**src/drc_cfg.svh**
```systemverilog
// constants for the run-control register group: offsets, fields, resets
// assumes a 16-bit register port addressed by the printed word offsets
`ifndef DRC_CFG_SVH
`define DRC_CFG_SVH

// ****************************************
// register offsets
// ****************************************
`define DRC_OFS_SLEEP        16'hf400
`define DRC_OFS_LAUNCH       16'hf402
`define DRC_OFS_HALT         16'hf403
`define DRC_OFS_ENTRY        16'hf404
`define DRC_OFS_STATE        16'hf405
`define DRC_OFS_FAULT_CLEAR  16'hf421
`define DRC_OFS_FAULT_FLAG   16'hf427

// ****************************************
// fields and reset values
// ****************************************
`define DRC_CTRL_BIT         0
`define DRC_STATE_MSB        2
`define DRC_RST_HALT         16'h0000
`define DRC_RST_ENTRY        16'h0000
`define DRC_RST_STATE        16'h0000
`define DRC_RST_FAULT_CLEAR  16'h0000
`define DRC_RST_SLEEP        16'h0000
`define DRC_RST_LAUNCH       16'h0000

`endif

```
**src/drc_pkg.sv**
```systemverilog
// types for the run-control register group
// assumes drc_cfg.svh supplies the numeric constants
package drc_pkg;
  // core state codes as read back by the host
  typedef enum logic [2:0] {
    DRC_STOPPED = 3'h0,
    DRC_RUNNING = 3'h1,
    DRC_PAUSED  = 3'h2,
    DRC_SLEEP   = 3'h3,
    DRC_STALLED = 3'h4
  } drc_state_e;

  typedef logic [15:0] drc_word_t;
endpackage

```
**src/drc_edge.sv**
```systemverilog
// rising and falling edge detector for a register bit on core_clk
// assumes the input is already synchronous to core_clk
`timescale 1ns/1ps
`default_nettype none
module drc_edge
  import drc_pkg::*;
(
  input  wire logic core_clk,
  input  wire logic resetn,
  input  wire logic level,
  output logic      rise,
  output logic      fall
);
  logic prev_reg;
  logic prev_next;

  always_comb
  begin
    prev_next = level;
  end

  always_ff @(posedge core_clk)
  begin
    if (!resetn)
      prev_reg <= 1'b0;
    else
      prev_reg <= prev_next;
  end

  assign rise = level & ~prev_reg;
  assign fall = ~level & prev_reg;
endmodule
`default_nettype wire

```
**src/drc_run_control.sv**
```systemverilog
// run-control register group of the audio dsp core
// assumes a synchronous 16-bit host register port on core_clk and a
// sequencer that reports pause, sleep, stall and frame-end as levels/pulses
`timescale 1ns/1ps
`default_nettype none
`include "drc_cfg.svh"

// How it works
// - rising edge of halt bit stops the core at once, any state
// - while halt bit is one, core stays stopped and launches are ignored
// - falling edge of halt bit does not restart; it permits later launch
// - launch loads program counter from 16-bit entry register, reset zero
// - 3-bit state field shows live core state when read
// - state 000 when not running: after boot and after halt
// - state 001 while executing normally
// - state 010 when paused by pause instruction, clock gated
// - state 011 when sleeping by sleep instruction awaiting sample
// - state 100 when stalled servicing simultaneous requests
// - state register not writable; only sleep, launch, halt and sequencer pause/stall/sleep change it
// - rising edge of fault-clear clears flag and resets fault manager; here a fault_event in the same cycle leaves the flag set
// - launch bit rising edge starts core; falling edge does nothing
// - sleep request takes effect only after current sample or block
module drc_run_control
  import drc_pkg::*;
(
  input  wire logic        core_clk,
  input  wire logic        resetn,
  input  wire logic        reg_wr,
  input  wire logic        reg_rd,
  input  wire logic [15:0] reg_addr,
  input  wire logic [15:0] reg_wdata,
  output logic      [15:0] reg_rdata,
  input  wire logic        seq_pause,
  input  wire logic        seq_sleep,
  input  wire logic        seq_stall,
  input  wire logic        seq_frame_end,
  input  wire logic        fault_event,
  output logic             fault_flag,
  output logic             fault_mgr_reset,
  output logic             core_run_en,
  output logic             core_clk_gate_en,
  output logic             pc_load,
  output logic      [15:0] pc_load_value,
  output logic             irq_mask_all
);

  // ****************************************
  // register file
  // ****************************************
  drc_word_t  sleep_reg, sleep_next;
  drc_word_t  launch_reg, launch_next;
  drc_word_t  halt_reg, halt_next;
  drc_word_t  entry_reg, entry_next;
  drc_word_t  fclr_reg, fclr_next;

  function automatic logic hit(input logic [15:0] a, input logic [15:0] ofs);
    hit = reg_wr && (a == ofs);
  endfunction

  always_comb
  begin
    sleep_next  = sleep_reg;
    launch_next = launch_reg;
    halt_next   = halt_reg;
    entry_next  = entry_reg;
    fclr_next   = fclr_reg;
    if (hit(reg_addr, `DRC_OFS_SLEEP))
      sleep_next = reg_wdata;
    if (hit(reg_addr, `DRC_OFS_LAUNCH))
      launch_next = reg_wdata;
    if (hit(reg_addr, `DRC_OFS_HALT))
      halt_next = reg_wdata;
    if (hit(reg_addr, `DRC_OFS_ENTRY))
      entry_next = reg_wdata;
    if (hit(reg_addr, `DRC_OFS_FAULT_CLEAR))
      fclr_next = reg_wdata;
    // writes to the state offset are dropped on purpose
  end

  always_ff @(posedge core_clk)
  begin
    if (!resetn)
    begin
      sleep_reg  <= `DRC_RST_SLEEP;
      launch_reg <= `DRC_RST_LAUNCH;
      halt_reg   <= `DRC_RST_HALT;
      entry_reg  <= `DRC_RST_ENTRY;
      fclr_reg   <= `DRC_RST_FAULT_CLEAR;
    end
    else
    begin
      sleep_reg  <= sleep_next;
      launch_reg <= launch_next;
      halt_reg   <= halt_next;
      entry_reg  <= entry_next;
      fclr_reg   <= fclr_next;
    end
  end

  // ****************************************
  // control edges
  // ****************************************
  logic launch_rise;
  logic halt_rise;
  logic fclr_rise;

  drc_edge u_launch_edge (
    .core_clk (core_clk),
    .resetn   (resetn),
    .level    (launch_reg[`DRC_CTRL_BIT]),
    .rise     (launch_rise),
    .fall     ()
  );

  drc_edge u_halt_edge (
    .core_clk (core_clk),
    .resetn   (resetn),
    .level    (halt_reg[`DRC_CTRL_BIT]),
    .rise     (halt_rise),
    .fall     ()
  );

  drc_edge u_fclr_edge (
    .core_clk (core_clk),
    .resetn   (resetn),
    .level    (fclr_reg[`DRC_CTRL_BIT]),
    .rise     (fclr_rise),
    .fall     ()
  );

  logic halt_level;
  logic sleep_level;
  assign halt_level  = halt_reg[`DRC_CTRL_BIT];
  assign sleep_level = sleep_reg[`DRC_CTRL_BIT];

  // ****************************************
  // core state machine
  // ****************************************
  // binary, not gray, along stopped->running->paused; sleep/stall are side branches
  drc_state_e state_reg, state_next;
  logic       pc_load_next;
  logic       hib_sleep_reg, hib_sleep_next;

  always_comb
  begin
    state_next     = state_reg;
    pc_load_next   = 1'b0;
    hib_sleep_next = hib_sleep_reg;
    if (!sleep_level)
      hib_sleep_next = 1'b0;
    if (halt_rise || halt_level)
    begin
      // halt overrides everything, even an undefined state
      state_next     = DRC_STOPPED;
      hib_sleep_next = 1'b0;
    end
    else
    begin
      unique case (state_reg)
        DRC_STOPPED:
        begin
          if (launch_rise)
          begin
            state_next   = DRC_RUNNING;
            pc_load_next = 1'b1;
          end
        end
        DRC_RUNNING:
        begin
          if (seq_pause)
            state_next = DRC_PAUSED;
          else if (seq_stall)
            state_next = DRC_STALLED;
          else if (seq_frame_end && sleep_level)
          begin
            // controlled sleep waits for the block in flight
            state_next     = DRC_SLEEP;
            hib_sleep_next = 1'b1;
          end
          else if (seq_sleep)
            state_next = DRC_SLEEP;
        end
        DRC_PAUSED:
        begin
          if (!seq_pause)
            state_next = DRC_RUNNING;
        end
        DRC_SLEEP:
        begin
          if (!hib_sleep_reg && !seq_sleep)
            state_next = DRC_RUNNING;
          else if (hib_sleep_reg && !sleep_level)
            state_next = DRC_RUNNING;
        end
        DRC_STALLED:
        begin
          if (!seq_stall)
            state_next = DRC_RUNNING;
        end
        default:
        begin
          state_next = DRC_STOPPED;
        end
      endcase
    end
  end

  always_ff @(posedge core_clk)
  begin
    if (!resetn)
    begin
      state_reg     <= DRC_STOPPED;
      pc_load       <= 1'b0;
      hib_sleep_reg <= 1'b0;
    end
    else
    begin
      state_reg     <= state_next;
      pc_load       <= pc_load_next;
      hib_sleep_reg <= hib_sleep_next;
    end
  end

  assign pc_load_value    = entry_reg;
  assign core_run_en      = (state_reg == DRC_RUNNING);
  assign core_clk_gate_en = (state_reg != DRC_PAUSED) && (state_reg != DRC_STOPPED);
  assign irq_mask_all     = sleep_level;

  // ****************************************
  // fault manager clear
  // ****************************************
  logic fault_flag_next;
  logic fmr_next;

  always_comb
  begin
    fault_flag_next = fault_flag;
    fmr_next        = fclr_rise;
    if (fclr_rise)
      fault_flag_next = 1'b0;
    if (fault_event)
      fault_flag_next = 1'b1; // a new fault wins over the clear
  end

  always_ff @(posedge core_clk)
  begin
    if (!resetn)
    begin
      fault_flag      <= 1'b0;
      fault_mgr_reset <= 1'b0;
    end
    else
    begin
      fault_flag      <= fault_flag_next;
      fault_mgr_reset <= fmr_next;
    end
  end

  // ****************************************
  // read port
  // ****************************************
  drc_word_t rdata_next;

  always_comb
  begin
    rdata_next = reg_rdata;
    if (reg_rd)
    begin
      unique case (reg_addr)
        `DRC_OFS_SLEEP:       rdata_next = sleep_reg;
        `DRC_OFS_LAUNCH:      rdata_next = launch_reg;
        `DRC_OFS_HALT:        rdata_next = halt_reg;
        `DRC_OFS_ENTRY:       rdata_next = entry_reg;
        `DRC_OFS_STATE:       rdata_next = {13'h0000, state_next};
        `DRC_OFS_FAULT_CLEAR: rdata_next = fclr_reg;
        `DRC_OFS_FAULT_FLAG:  rdata_next = {15'h0000, fault_flag};
        default:              rdata_next = 16'h0000;
      endcase
    end
  end

  always_ff @(posedge core_clk)
  begin
    if (!resetn)
      reg_rdata <= `DRC_RST_STATE;
    else
      reg_rdata <= rdata_next;
  end

endmodule
`default_nettype wire

```
**config.mk**
```make
export PLATFORM = sky130hd
export DESIGN_NAME = drc_run_control
export DESIGN_NICKNAME = d
export VERILOG_FILES = /design/src/drc_pkg.sv /design/src/drc_edge.sv /design/src/drc_run_control.sv
export VERILOG_INCLUDE_DIRS = /design/src
export SDC_FILE = /design/constraint.sdc
export NUM_CORES = 1
export LEC_CHECK = 0
export BUFFER_PORTS_ARGS = -buffer_cell sky130_fd_sc_hd__buf_2
export CORE_MARGIN = 5
export CORE_UTILIZATION = 51
export CTS_CLUSTER_DIAMETER = 100
export CTS_CLUSTER_SIZE = 12
export DETAILED_ROUTE_END_ITERATION = 16
export PLACE_DENSITY = 0.73
export SYNTH_ARGS = -nofsm -noshare
export SYNTH_HDL_FRONTEND = slang
export SYNTH_SLANG_ARGS = --single-unit
export TNS_END_PERCENT = 1
```
**constraint.sdc**
```tcl
create_clock -name core_clk -period 2.8 [get_ports core_clk]
set_input_delay 0.84 -clock core_clk [delete_from_list [all_inputs] [get_ports core_clk]]
set_output_delay 0.84 -clock core_clk [all_outputs]
set_load 0.02 [all_outputs]
```
# ---- Word level (Yosys, flattened, before mapping)
# Index checks and enable logic that the tools add are counted.
dict set report classes {
  addsub 0
  mul 0
  n_div 0
  order_cmp 0
  n_eq_ne 12
  shift 0
  muxes 20
  bitwise 8
  reduce_logical 18
}
# cell count
set op_table {}
lappend op_table {{equality test 16 bit, second input constant} 7}
lappend op_table {{case mux 16 bit (7 select lines)} 1}
lappend op_table {{2-to-1 mux 3 bit} 10}
lappend op_table {{case mux 3 bit (5 select lines)} 1}
lappend op_table {{logical AND 1 bit} 9}
lappend op_table {{2-to-1 mux 1 bit} 8}
lappend op_table {{equality test 3 x 2 -> 1 bit, second input constant} 2}
lappend op_table {{inverter 1 bit} 5}
lappend op_table {{AND 1 bit} 3}
lappend op_table {{equality test 3 x 1 -> 1 bit, second input constant} 1}
lappend op_table {{equality test 3 bit, second input constant} 1}
lappend op_table {{zero test 1 bit} 3}
lappend op_table {{zero test 3 bit} 1}
lappend op_table {{!= test 3 x 2 -> 1 bit, second input constant} 1}
lappend op_table {{nonzero test 3 bit} 1}
lappend op_table {{OR reduction 3 bit} 1}
lappend op_table {{nonzero test 2 bit} 1}
lappend op_table {{OR reduction 2 bit} 1}
lappend op_table {{logical OR 1 bit} 1}
dict set report totals {
  reg_bits 106
  latch_bits 0
  ramBits 0
  romBits 0
  input_bits 41
  out_inout_bits 38
  wordCells 72
  memories 0
}

# ---- Depth between registers and ports, before layout
# Gate-level depths: netlist of run 1.
dict set report logic_depth {
  ltp_word 7
  mapped_depth 8
}

# ---- By module
# From an unflattened synthesis of run 1, not the netlist that was laid out.
dict set report hier_totals {
  hier_cells 564
  area_unflattened_um2 4546.9
}
# module instances cells_each area_per_inst_um2 seq_area_each_um2
set by_module_without_submodules {}
lappend by_module_without_submodules {drc_run_control 1 552 4430.5 2062.0}
lappend by_module_without_submodules {drc_edge 3 4 38.8 20.0}

# ---- Worst setup path after synthesis of run 1
# No wires, ideal clock.
dict set report synth_path {
  path_type {input to register}
  from {input reg_addr[9]}
  to {register sleep_reg[5]}
  setup_time_ps 116
  t_arrival_ps 2737
  slack_ps -53
  cell_stages 8
  path_cell_list {or4b_1 or3_1 buf_6 or4_4 buf_6 buf_6 nand2_2 a21boi_1}
}
dict set report synth_via {
  elab_chain_len 2
}
# element line
set synth_rtl {}
lappend synth_rtl {{from (decl)} drc_run_control.sv:30} ;# input wire logic [15:0] reg_addr,
lappend synth_rtl {{equality test 16 bit} drc_run_control.sv:57} ;# hit = reg_wr && (a == ofs);
lappend synth_rtl {{logical AND 1 bit} drc_run_control.sv:57}
lappend synth_rtl {{to (signal assigned)} drc_run_control.sv:84} ;# sleep_reg <= `DRC_RST_SLEEP;
lappend synth_rtl {{to (signal assigned)} drc_run_control.sv:92} ;# sleep_reg <= sleep_next;
lappend synth_rtl {{to (decl)} drc_run_control.sv:50} ;# drc_word_t sleep_reg, sleep_next;
# Every way passes these cells.
# A chain may end at the register's enable or synchronous reset.

# ---- Worst setup path after layout of run 1
dict set report layout_path {
  from {input reg_addr[3]}
  to {register sleep_reg[1]}
}
# The elaborated chain is that of the path after synthesis.

==> results of run 1 <==
cells in the mapped netlist, types with 8 or more instances:
| cell type | n |
|---|---|
| o21ai_1 | 15 |
| a221oi_1 | 14 |
| buf_2 | 8 |
| mux2_2 | 13 |
| a22o_1 | 14 |
| nor2_1 | 9 |
| dfxtp_1 | 105 |
| nand2_2 | 10 |
| nand2_1 | 175 |
| a21boi_0 | 12 |
| clkbuf_1 | 31 |
| a21oi_1 | 10 |
| a21boi_1 | 68 |
| nor4_1 | 8 |
layer usage:
layer  GRT usage, %  part of all wire (%)  up-vias
met5              0                     0        -
met4           5.57                   1.1        0
met3           3.70                   5.7       12
met2           32.4                    44      116
met1           32.1                    49     1952
li1               -                     -     2112
worst max-delay path, stage by stage:
cell and delay [ns]:
buf_2 0.10, or4_4 0.52, or3_1 0.51, buf_4 0.19, nor4_4 0.26, buf_12 0.18
nand2_1 0.06, a21boi_1 0.15
cell families after synthesis:
group                     count (synthesis)
AOI/OAI and AO/OA                       146
xor gates and xnor gates                  1
buffers and inverters                    47
DFF                                     105
muxes                                    14
and+or+nand+nor                         254
final cells by class:
cell class,count,area (um2),area share [%]
Inverter,3,11.3,0.202
Tap cell,111,139,2.49
Sequential cell,105,2100,37.8
Clock buffer,10,138,2.47
Multi-Input combinational cell,415,2450,44.0
Timing Repair Buffer,109,673,12.1
Clock inverter,6,57.6,1.03
worst min path at each step:
stage	start	endpoint	slack, ns	cells after the start
floorplan	u_fclr_edge.prev_reg$_SDFF_PN0_	fault_mgr_reset$_SDFF_PN0_	0.38	1
global placement	u_fclr_edge.prev_reg$_SDFF_PN0_	fault_mgr_reset$_SDFF_PN0_	0.39	1
detailed placement	u_fclr_edge.prev_reg$_SDFF_PN0_	fault_mgr_reset$_SDFF_PN0_	0.40	1
CTS	u_fclr_edge.prev_reg$_SDFF_PN0_	fault_mgr_reset$_SDFF_PN0_	0.41	1
global route	u_fclr_edge.prev_reg$_SDFF_PN0_	fault_mgr_reset$_SDFF_PN0_	0.45	1
finish	u_fclr_edge.prev_reg$_SDFF_PN0_	fault_mgr_reset$_SDFF_PN0_	0.41	1
cells in the final DEF (no fill, tap or decap), types with 3 or more instances in the layout:
cell type  instances
and2_1             6
and3_1             3
nand4_1            3
buf_4             27
inv_1              3
or3_1              3
clkbuf_8          10
mux2_2            13
nor4_2             3
nor3b_1            5
a221oi_1          14
a21boi_1          68
nand2_2           10
buf_2             78
nor4_1             5
a21boi_0          12
nand2b_1           3
nand3_1            4
nor2_1             9
o21ai_1           15
nand2_1          175
dfxtp_1          105
buf_12             4
a22o_1            14
nor2b_1            7
a21oi_1           10
power by group through the flow:
| stage | logic (mW) | clock network (mW) | registers, mW |
|---|---|---|---|
| after floorplan | 0.0680 | 0 | 1.53 |
| after global placement | 0.137 | 0 | 1.53 |
| after detailed placement | 0.139 | 0 | 1.53 |
| after CTS | 0.139 | 0.947 | 1.49 |
| after global routing | 0.152 | 1.02 | 1.50 |
| final | 0.141 | 0.928 | 1.49 |
stage by stage:
step	instance area [um2]	std cells
2_1_floorplan	4750	567
3_3_place_gp	5370	743
3_5_place_dp	5370	743
4_1_cts	5570	759
5_1_grt	5570	759
6_report	5570	759
==> summary.txt, run 1 <==
Global route
  – Gr ovfl total: 0
  – Vias in the first global route: 3907
  – First-pass GRT wire length: 19800 um
  – Initial antenna violation count: 0
  – Largest net degree at the start of global routing: 58
  – Total GRT Usage: 21.6%

Final layout
  – Fin util: 60.8%
  – Antenna diodes: 0
  – Fillers: 806
  – P&R area growth vs syn: 17.3%
  – Final nets: 684
  – Layout cells sized above 1: 24.1%

Yosys
  – Most used DFF post-synth: dfxtp_1
  – Post-Synth XOR/XNOR Area: 0.185%
  – Main area contributors after synthesis: dfxtp_1 44%, nand2_1 14%, a21boi_1 11%
  – Syn nets: 608
  – Unique masters post-synth: 52
  – Synth top area share: 44.3%
  – Post-synthesis register bit count: 105
  – Post-synth top area cell: dfxtp_1
  – Mapped Cells: 567
  – Ys async rst share: 0%
  – Adder and majority gate portion of the synthesized area: 0%
  – Avg Inst Size Synth: 8.37 um2
  – Post-synthesis mux area share: 3.29%
  – Largest family of logic cells by synthesized area: simple AND/OR/NAND/NOR gates
  – Simple-gate area share of the yosys netlist: 25.1%
  – Post-synth EDFFs: 0
  – Synth Warn #: 0
  – Seq/Total Area, Yosys: 44.3%
  – Synthesized cell area: 4750 um2
  – Post-synthesis compound-gate area fraction: 22.6%

Power
  – Gate power share: 5.5%
  – Part of the power in registers: 58.3%
  – Sw Share: 25.0%
  – Power Internal: 1.92 mW
  – Design Power: 2.56 mW
  – Pwr dens: 460 nW/um2
  – Sw power: 0.641 mW
  – Static leakage: 2.04 nW
  – Peak VDD IR: 0.229 mV
  – Clock network fraction of design power: 36.2%

Place
  – DP Worst Slack: -0.0995 ns
  – Hpwl dp: 8730 um
  – Port Buffer Count: 78
  – RePlAce Congestion: 0.885

STA
  – Worst setup margin: 0.279 ns
  – Crit share post-route: 90.0%
  – Period minus WS final: 2.52 ns
  – Hold_ws: 0.410 ns
  – Setup TNS: 0 ns
  – Fin. max-slew vios: 0
  – Setup violators final: 0
  – Tightest Pin Transition: 0.469 ns
  – Final Hold Vio Count: 0
  – Achievable Freq: 397 MHz
  – Relative slew slack: 68.3%
  – RSZ-0062 raised after global routing: no
  – Clock skew: 0.00732 ns

Floorplanning
  – Die area: 11300 um2
  – Chip Height: 106 um
  – Core Footprint: 9150 um2
  – Chip width: 106 um
  – Row cnt: 35
  – Initial Utilization: 51.9%
  – I/O Pins: 79

Setup path
  – Critical path launch point: reg_addr[3]
  – Startpoint types: input pin
  – Worst R2R Path Depth: 5
  – FF-to-FF Start: state_reg[0]$_SDFF_PN0_
  – R2r endpoint: reg_rdata[2]$_SDFFE_PN0P_
  – CP Capture Type: register
  – Crit-path max FO: 16
  – Worst reg2reg setup slack: 1.07 ns
  – CP arrival: 2.82 ns
  – Crit path required time: 3.10 ns
  – Kind of critical path: in2reg
  – Setup crit end: sleep_reg[1]$_SDFFE_PN0P_

Clocking
  – CTS tree: yes
  – CTS sink cnt: 105
  – Htree depth: 3
  – Post-CTS resize count: 0
  – CTS Hold Bufs: 0
  – Post-CTS Setup Inserts: 0
  – CTS buffer count: 9
  – Skew-Pair Late Insertion Delay: 0.37 ns
  – Clock root cell: clkbuf_8
  – CTS max path bufs: 2
  – Clock slew seen by the registers of the worst setup and hold paths: 0.10 ns

Job
  – Max Cap Viol: 0

Run status
  – Outcome: complete, no violations

Routing
  – Via-to-Cell Ratio: 5.52
  – Per-cell routed wire length: 15.6 um
  – Antenna Nets Post-Route: 0
  – DR iter-0 viols: 265
  – Routed wire length: 11800 um
  – Post-route DRC: 0
  – First-pass iteration count of the detailed router: 5
  – Vias: 4192

Min path
  – Hold Crit Class: reg2reg
Note: power is estimated with default switching activity, not from simulation.
==> run 2, diff against run 1 <==
CORE_UTILIZATION = 55   (was 51)
PLACE_DENSITY = 0.75   (was 0.73)
clock period = 2.45 ns   (was 2.8 ns; I/O delays follow)
==> run 2 against run 1 <==
  * Worst setup slack worse by 0.16 ns
  * Via count is 3.4% higher
  * Critical path depth unchanged
==> summary.txt, run 2 (synthesized netlist as in run 1, its figures left out) <==
Setup path
  – Crit path required time: 2.75 ns (was 3.10 ns)
  – Worst path buffer plus inverter count: 3 (unchanged)
  – CP Capture Type: register (unchanged)
  – Setup crit end: sleep_reg[13]$_SDFFE_PN0P_ (was sleep_reg[1]$_SDFFE_PN0P_)
  – Worst path max stage delay: 0.54 ns (was 0.52 ns)
  – Crit-path slowest cell: or4b_1 (was or4_4)
  – CP cell instances: buf_2 > or4b_1 > or3_4 > buf_4 > nor4_4 > buf_12 > nand2_1 > a21boi_1 (was buf_2 > or4_4 > or3_1 > buf_4 > nor4_4 > buf_12 > nand2_1 > a21boi_1)
  – R2r endpoint: reg_rdata[2]$_SDFFE_PN0P_ (unchanged)
  – CP delay by family, top: simple AND/OR/NAND/NOR gates (unchanged)
  – Kind of critical path: in2reg (unchanged)
  – CP arrival: 2.63 ns (was 2.82 ns)
  – Worst path depth: 8 (unchanged)
  – Critical path launch point: reg_addr[9] (was reg_addr[3])
  – Worst R2R Path Depth: 5 (unchanged)
  – Worst reg2reg setup slack: 0.60 ns (was 1.07 ns)
  – Crit-path max FO: 16 (unchanged)
  – Startpoint types: input pin (unchanged)
  – FF-to-FF Start: state_reg[0]$_SDFF_PN0_ (unchanged)

Floorplanning
  – Chip width: 103 um (was 106 um)
  – Initial Utilization: 57.2% (was 51.9%)
  – Core Footprint: 8300 um2 (was 9150 um2)
  – I/O Pins: 79 (unchanged)
  – Row cnt: 33 (was 35)
  – Chip Height: 103 um (was 106 um)
  – Die area: 10600 um2 (was 11300 um2)

STA
  – Final Hold Vio Count: 0 (unchanged)
  – Fin. max-slew vios: 0 (unchanged)
  – Setup violators final: 0 (unchanged)
  – Relative slew slack: 57.5% (was 68.3%)
  – Crit share post-route: 95.2%
  – Achievable Freq: 429 MHz
  – Period minus WS final: 2.33 ns
  – RSZ-0062 raised after global routing: no (unchanged)
  – Setup TNS: 0 ns (unchanged)
  – Tightest Pin Transition: 0.629 ns (was 0.469 ns)
  – Clock skew: 0.0117 ns (was 0.00732 ns)
  – Hold_ws: 0.407 ns (was 0.410 ns)

Global route
  – Vias in the first global route: 3966 (was 3907)
  – First-pass GRT wire length: 19800 um (about the same)
  – Gr ovfl total: 0 (unchanged)
  – Initial antenna violation count: 0 (unchanged)
  – Total GRT Usage: 23.7% (was 21.6%)
  – Largest net degree at the start of global routing: 47 (was 58)

Final layout
  – Final nets: 695 (was 684)
  – P&R area growth vs syn: 18.8% (was 17.3%)
  – Fillers: 690 (was 806)
  – Finished Layout Cells: 764 (was 759)
  – Most common cell after layout, fill and taps aside: nand2_1 (unchanged)
  – Antenna diodes: 0 (unchanged)
  – Layout cells sized above 1: 25.3% (was 24.1%)
  – Most frequent cells in the layout: 175 x nand2_1, 105 x dfxtp_1, 78 x buf_2 (unchanged)
  – Fin util: 67.9% (was 60.8%)

Place
  – Hpwl dp: 9280 um (was 8730 um)
  – Port Buffer Count: 78 (unchanged)
  – RePlAce Congestion: 0.960 (was 0.885)
  – Placed insts: 748 (was 743)

Routing
  – Post-route DRC: 0 (unchanged)
  – Via-to-Cell Ratio: 5.68 (was 5.52)
  – Vias: 4336 (was 4192)
  – Routed wire length: 12300 um (was 11800 um)
  – Per-cell routed wire length: 16.1 um (was 15.6 um)
  – DR iter-0 viols: 358 (was 265)
  – Antenna Nets Post-Route: 0 (unchanged)
  – First-pass iteration count of the detailed router: 5 (unchanged)

Clocking
  – Post-CTS resize count: 0 (unchanged)
  – CTS tree: yes (unchanged)
  – CTS sink cnt: 105 (unchanged)
  – Post-CTS Setup Inserts: 0 (unchanged)
  – CTS buffer count: 9 (unchanged)
  – Skew-Pair Late Insertion Delay: 0.37 ns (about the same)
  – Htree depth: 3 (unchanged)
  – CTS Hold Bufs: 0 (unchanged)
  – CTS max path bufs: 2 (unchanged)
  – Clock root cell: clkbuf_8 (unchanged)
  – Clock slew seen by the registers of the worst setup and hold paths: 0.10 ns (about the same)

Min path
  – Hold Crit Class: reg2reg (unchanged)

Power
  – Static leakage: 2.09 nW (was 2.04 nW)
  – Pwr dens: 517 nW/um2 (was 460 nW/um2)
  – Peak VDD IR: 0.362 mV (was 0.229 mV)

Job
  – Max Cap Viol: 0 (unchanged)

Run status
  – Outcome: complete, no violations (unchanged)
-- run 2: how the worst min path moves through the flow --
stage,depth (start not counted),slack [ns],end,start
6_report,1,0.41,fault_mgr_reset$_SDFF_PN0_,u_fclr_edge.prev_reg$_SDFF_PN0_
5_1_grt,1,0.43,fault_mgr_reset$_SDFF_PN0_,u_fclr_edge.prev_reg$_SDFF_PN0_
4_1_cts,1,0.41,fault_mgr_reset$_SDFF_PN0_,u_fclr_edge.prev_reg$_SDFF_PN0_
3_5_place_dp,1,0.39,fault_mgr_reset$_SDFF_PN0_,u_fclr_edge.prev_reg$_SDFF_PN0_
3_3_place_gp,1,0.39,fault_mgr_reset$_SDFF_PN0_,u_fclr_edge.prev_reg$_SDFF_PN0_
2_1_floorplan,1,0.38,fault_mgr_reset$_SDFF_PN0_,u_fclr_edge.prev_reg$_SDFF_PN0_
-- run 2: stage by stage --
| step | setup WS (ns) | cell area, um2 | power (mW) |
|---|---|---|---|
| 6_report | 0.118 | 5640 | 2.91 |
| 5_1_grt | 0.0389 | 5640 | 3.00 |
| 4_1_cts | 0.0658 | 5630 | 2.92 |
| 3_5_place_dp | -0.314 | 5450 | 1.92 |
| 3_3_place_gp | -0.253 | 5450 | 1.92 |
| 2_1_floorplan | -0.225 | 4750 | 1.83 |
-- run 2: cell type report --
cell class              count  area, um2  area share, %
clock buffers              10        128           2.26
clock inverters             6       57.6           1.02
inverters                   3       11.3          0.200
multi-input cells         415       2450           43.5
flip-flops and latches    105       2100           37.3
well taps                 105        131           2.33
repair buffers            120        756           13.4
-- run 2: routing by layer --
metal  routed length (um)  vias to the layer above  global-route usage [%]
li1                     -                     2129                       -
met1                 5720                     2050                    35.1
met2                 5420                      139                    35.8
met3                  992                       18                    3.59
met4                  187                        0                    6.67
met5                    0                        -                       0
-- run 2: where the power goes --
part           total (mW)  internal (mW)  leakage, nW  switching [mW]
combinational       0.175         0.0761         1.15          0.0985
clock                1.03          0.396       0.0953           0.635
sequential           1.71           1.71        0.846         0.00106
total                2.91           2.18         2.09           0.734
==> run 3, diff against run 2 <==
CORE_UTILIZATION = 51   (was 55)
PLACE_DENSITY = 0.73   (was 0.75)
clock period = 2 ns   (was 2.45 ns; I/O delays follow)
==> run 3 against run 2 <==
  * The flow now finishes with violations (negative setup slack)
  * Sequential power up 22%
  * Flip-flop and latch count unchanged
  * Wire length is 3.2% higher
  * Die area rose by 7.1%
  * Cell area up 3.4%
  * Highest routed layer unchanged
  * Worst setup slack lost 0.34 ns
  * Clock-buffer cell count stayed put
  * Hold slack is essentially flat
  * Register-to-register slack got worse by 0.17 ns
  * Non-clock buffer count increased by 7
  * Utilization is 4.3 points lower
  * Critical path depth is 2 lower
==> summary.txt, run 3 (synthesized netlist as in run 1, its figures left out) <==
STA
  – Worst setup margin: -0.219 ns (was 0.118 ns)
  – RSZ-0062 raised after global routing: yes (was no)
  – Final Hold Vio Count: 0 (unchanged)
  – Achievable Freq: 451 MHz
  – Setup TNS: -7.13 ns (was 0 ns)
  – Relative slew slack: 71.5% (was 57.5%)
  – Hold_ws: 0.407 ns (about the same)
  – Crit share post-route: 111%
  – Period minus WS final: 2.22 ns
  – Setup violators final: 49 (was 0)
  – Fin. max-slew vios: 0 (unchanged)
  – Clock skew: 0.00812 ns (was 0.0117 ns)
  – Tightest Pin Transition: 0.422 ns (was 0.629 ns)

Global route
  – First-pass GRT wire length: 21000 um (was 19800 um)
  – Initial antenna violation count: 0 (unchanged)
  – Total GRT Usage: 23.0% (was 23.7%)
  – Gr ovfl total: 0 (unchanged)
  – Vias in the first global route: 4191 (was 3966)
  – Largest net degree at the start of global routing: 40 (was 47)

Place
  – Hpwl dp: 9530 um (was 9280 um)
  – Port Buffer Count: 78 (unchanged)
  – RePlAce Congestion: 0.943 (was 0.960)

Floorplanning
  – Die area: 11300 um2 (was 10600 um2)
  – Chip Height: 106 um (was 103 um)
  – Row cnt: 35 (was 33)
  – Initial Utilization: 51.9% (was 57.2%)
  – Chip width: 106 um (was 103 um)
  – Core Footprint: 9150 um2 (was 8300 um2)
  – I/O Pins: 79 (unchanged)

Final layout
  – Fillers: 792 (was 690)
  – Antenna diodes: 0 (unchanged)
  – Register area: 2100 um2 (about the same)
  – Final nets: 702 (was 695)
  – Most frequent cells in the layout: 175 x nand2_1, 104 x dfxtp_1, 78 x buf_2 (was 175 x nand2_1, 105 x dfxtp_1, 78 x buf_2)
  – P&R area growth vs syn: 22.8% (was 18.8%)
  – Most common cell after layout, fill and taps aside: nand2_1 (unchanged)
  – Layout cells sized above 1: 28.1% (was 25.3%)
  – Multi-input combinational cell area: 2530 um2 (was 2450 um2)
  – Fin util: 63.7% (was 67.9%)

Routing
  – Post-route DRC: 0 (unchanged)
  – Per-cell routed wire length: 16.4 um (was 16.1 um)
  – Routed wire length: 12700 um (was 12300 um)
  – Antenna Nets Post-Route: 0 (unchanged)
  – Via-to-Cell Ratio: 5.61 (was 5.68)
  – Vias: 4361 (was 4336)
  – DR iter-0 viols: 396 (was 358)
  – First-pass iteration count of the detailed router: 7 (was 5)

Setup path
  – Worst reg2reg setup slack: 0.43 ns (was 0.60 ns)
  – R2r endpoint: reg_rdata[0]$_SDFFE_PN0P_ (was reg_rdata[2]$_SDFFE_PN0P_)
  – Worst R2R Path Depth: 4 (was 5)
  – Startpoint types: input pin (unchanged)
  – Critical path launch point: reg_addr[6] (was reg_addr[9])
  – FF-to-FF Start: state_reg[1]$_SDFF_PN0_ (was state_reg[0]$_SDFF_PN0_)
  – Crit-path max FO: 16 (unchanged)
  – CP arrival: 2.48 ns (was 2.63 ns)
  – CP Capture Type: register (unchanged)
  – Setup crit end: sleep_reg[1]$_SDFFE_PN0P_ (was sleep_reg[13]$_SDFFE_PN0P_)
  – Crit path required time: 2.26 ns (was 2.75 ns)
  – Kind of critical path: in2reg (unchanged)

Power
  – Static leakage: 2.20 nW (was 2.09 nW)
  – Pwr dens: 629 nW/um2 (was 517 nW/um2)
  – Peak VDD IR: 0.300 mV (was 0.362 mV)

Clocking
  – CTS buffer count: 9 (unchanged)
  – Clock slew seen by the registers of the worst setup and hold paths: 0.10 ns (about the same)
  – Skew-Pair Late Insertion Delay: 0.37 ns (about the same)
  – Htree depth: 3 (unchanged)
  – Post-CTS Setup Inserts: 0 (unchanged)
  – CTS sink cnt: 105 (unchanged)
  – Clock root cell: clkbuf_8 (unchanged)
  – CTS Hold Bufs: 0 (unchanged)
  – CTS tree: yes (unchanged)
  – CTS max path bufs: 2 (unchanged)

Min path
  – Hold Crit Class: reg2reg (unchanged)

Run status
  – Outcome: complete, but fails checks (was complete, no violations)
  – Failing checks: negative setup slack

Job
  – Max Cap Viol: 0 (unchanged)
run 3: changes by cell type in the layout (fill, tap and decap cells not counted), sizes merged:
cell | before | now
buf | 120 | 127
inv | 7 | 5
bufinv | 0 | 1
clkinv | 2 | 3
run 3: repair_timing:
item | CTS | global route
gates resized for setup | 12 | 15
setup endpoints to repair | 97 | 97
pin swaps | 7 | 7
run 3: worst min-delay path by stage:
| stage | startpoint | to | depth (start not counted) |
|---|---|---|---|
| 3_5_place_dp | u_fclr_edge.prev_reg$_SDFF_PN0_ | fault_mgr_reset$_SDFF_PN0_ | 1 |
| 5_1_grt | u_fclr_edge.prev_reg$_SDFF_PN0_ | fault_mgr_reset$_SDFF_PN0_ | 1 |
| 2_1_floorplan | u_fclr_edge.prev_reg$_SDFF_PN0_ | fault_mgr_reset$_SDFF_PN0_ | 1 |
| 4_1_cts | u_fclr_edge.prev_reg$_SDFF_PN0_ | fault_mgr_reset$_SDFF_PN0_ | 1 |
| 6_report | u_fclr_edge.prev_reg$_SDFF_PN0_ | fault_mgr_reset$_SDFF_PN0_ | 1 |
| 3_3_place_gp | u_fclr_edge.prev_reg$_SDFF_PN0_ | fault_mgr_reset$_SDFF_PN0_ | 1 |
run 3: cell type report:
class | instances | area share, %
Clock inverter | 6 | 1.31
Multi-Input combinational cell | 415 | 43.5
Clock buffer | 10 | 2.19
Inverter | 3 | 0.193
Sequential cell | 105 | 36.1
Tap cell | 111 | 2.38
Timing Repair Buffer | 127 | 14.3
run 3: power breakdown:
group	total (mW)	leakage [nW]	internal [mW]	switching, mW
Clock	1.35	0.103	0.600	0.751
Combinational	0.226	1.25	0.0992	0.127
Sequential	2.09	0.846	2.09	0.00160
run 3: metal layers:
layer / part of all wire (%) / track usage, % / up-vias
met5: 0 / 0 / -
met4: 1.2 / 6.85 / 0
met2: 48 / 37.3 / 148
met1: 45 / 32.0 / 2052
met3: 6.1 / 2.91 / 16
li1: - / - / 2145
run 3: worst max-delay path, cell delays in order:
cell,delay (ns)
buf_2,0.09
or4_4,0.53
or3_4,0.46
or4_4,0.58
nand2_1,0.14
a21boi_1,0.07
run 3: stage by stage:
step | setup WS, ns | power, mW | instance area, um2 | std cells
after CTS | -0.197 | 3.68 | 5780 | 777
after global routing | -0.239 | 3.81 | 5830 | 777
after detailed placement | -0.681 | 2.36 | 5520 | 761
final | -0.219 | 3.67 | 5830 | 777
after floorplan | -0.540 | 2.24 | 4750 | 567
after global placement | -0.628 | 2.35 | 5520 | 761
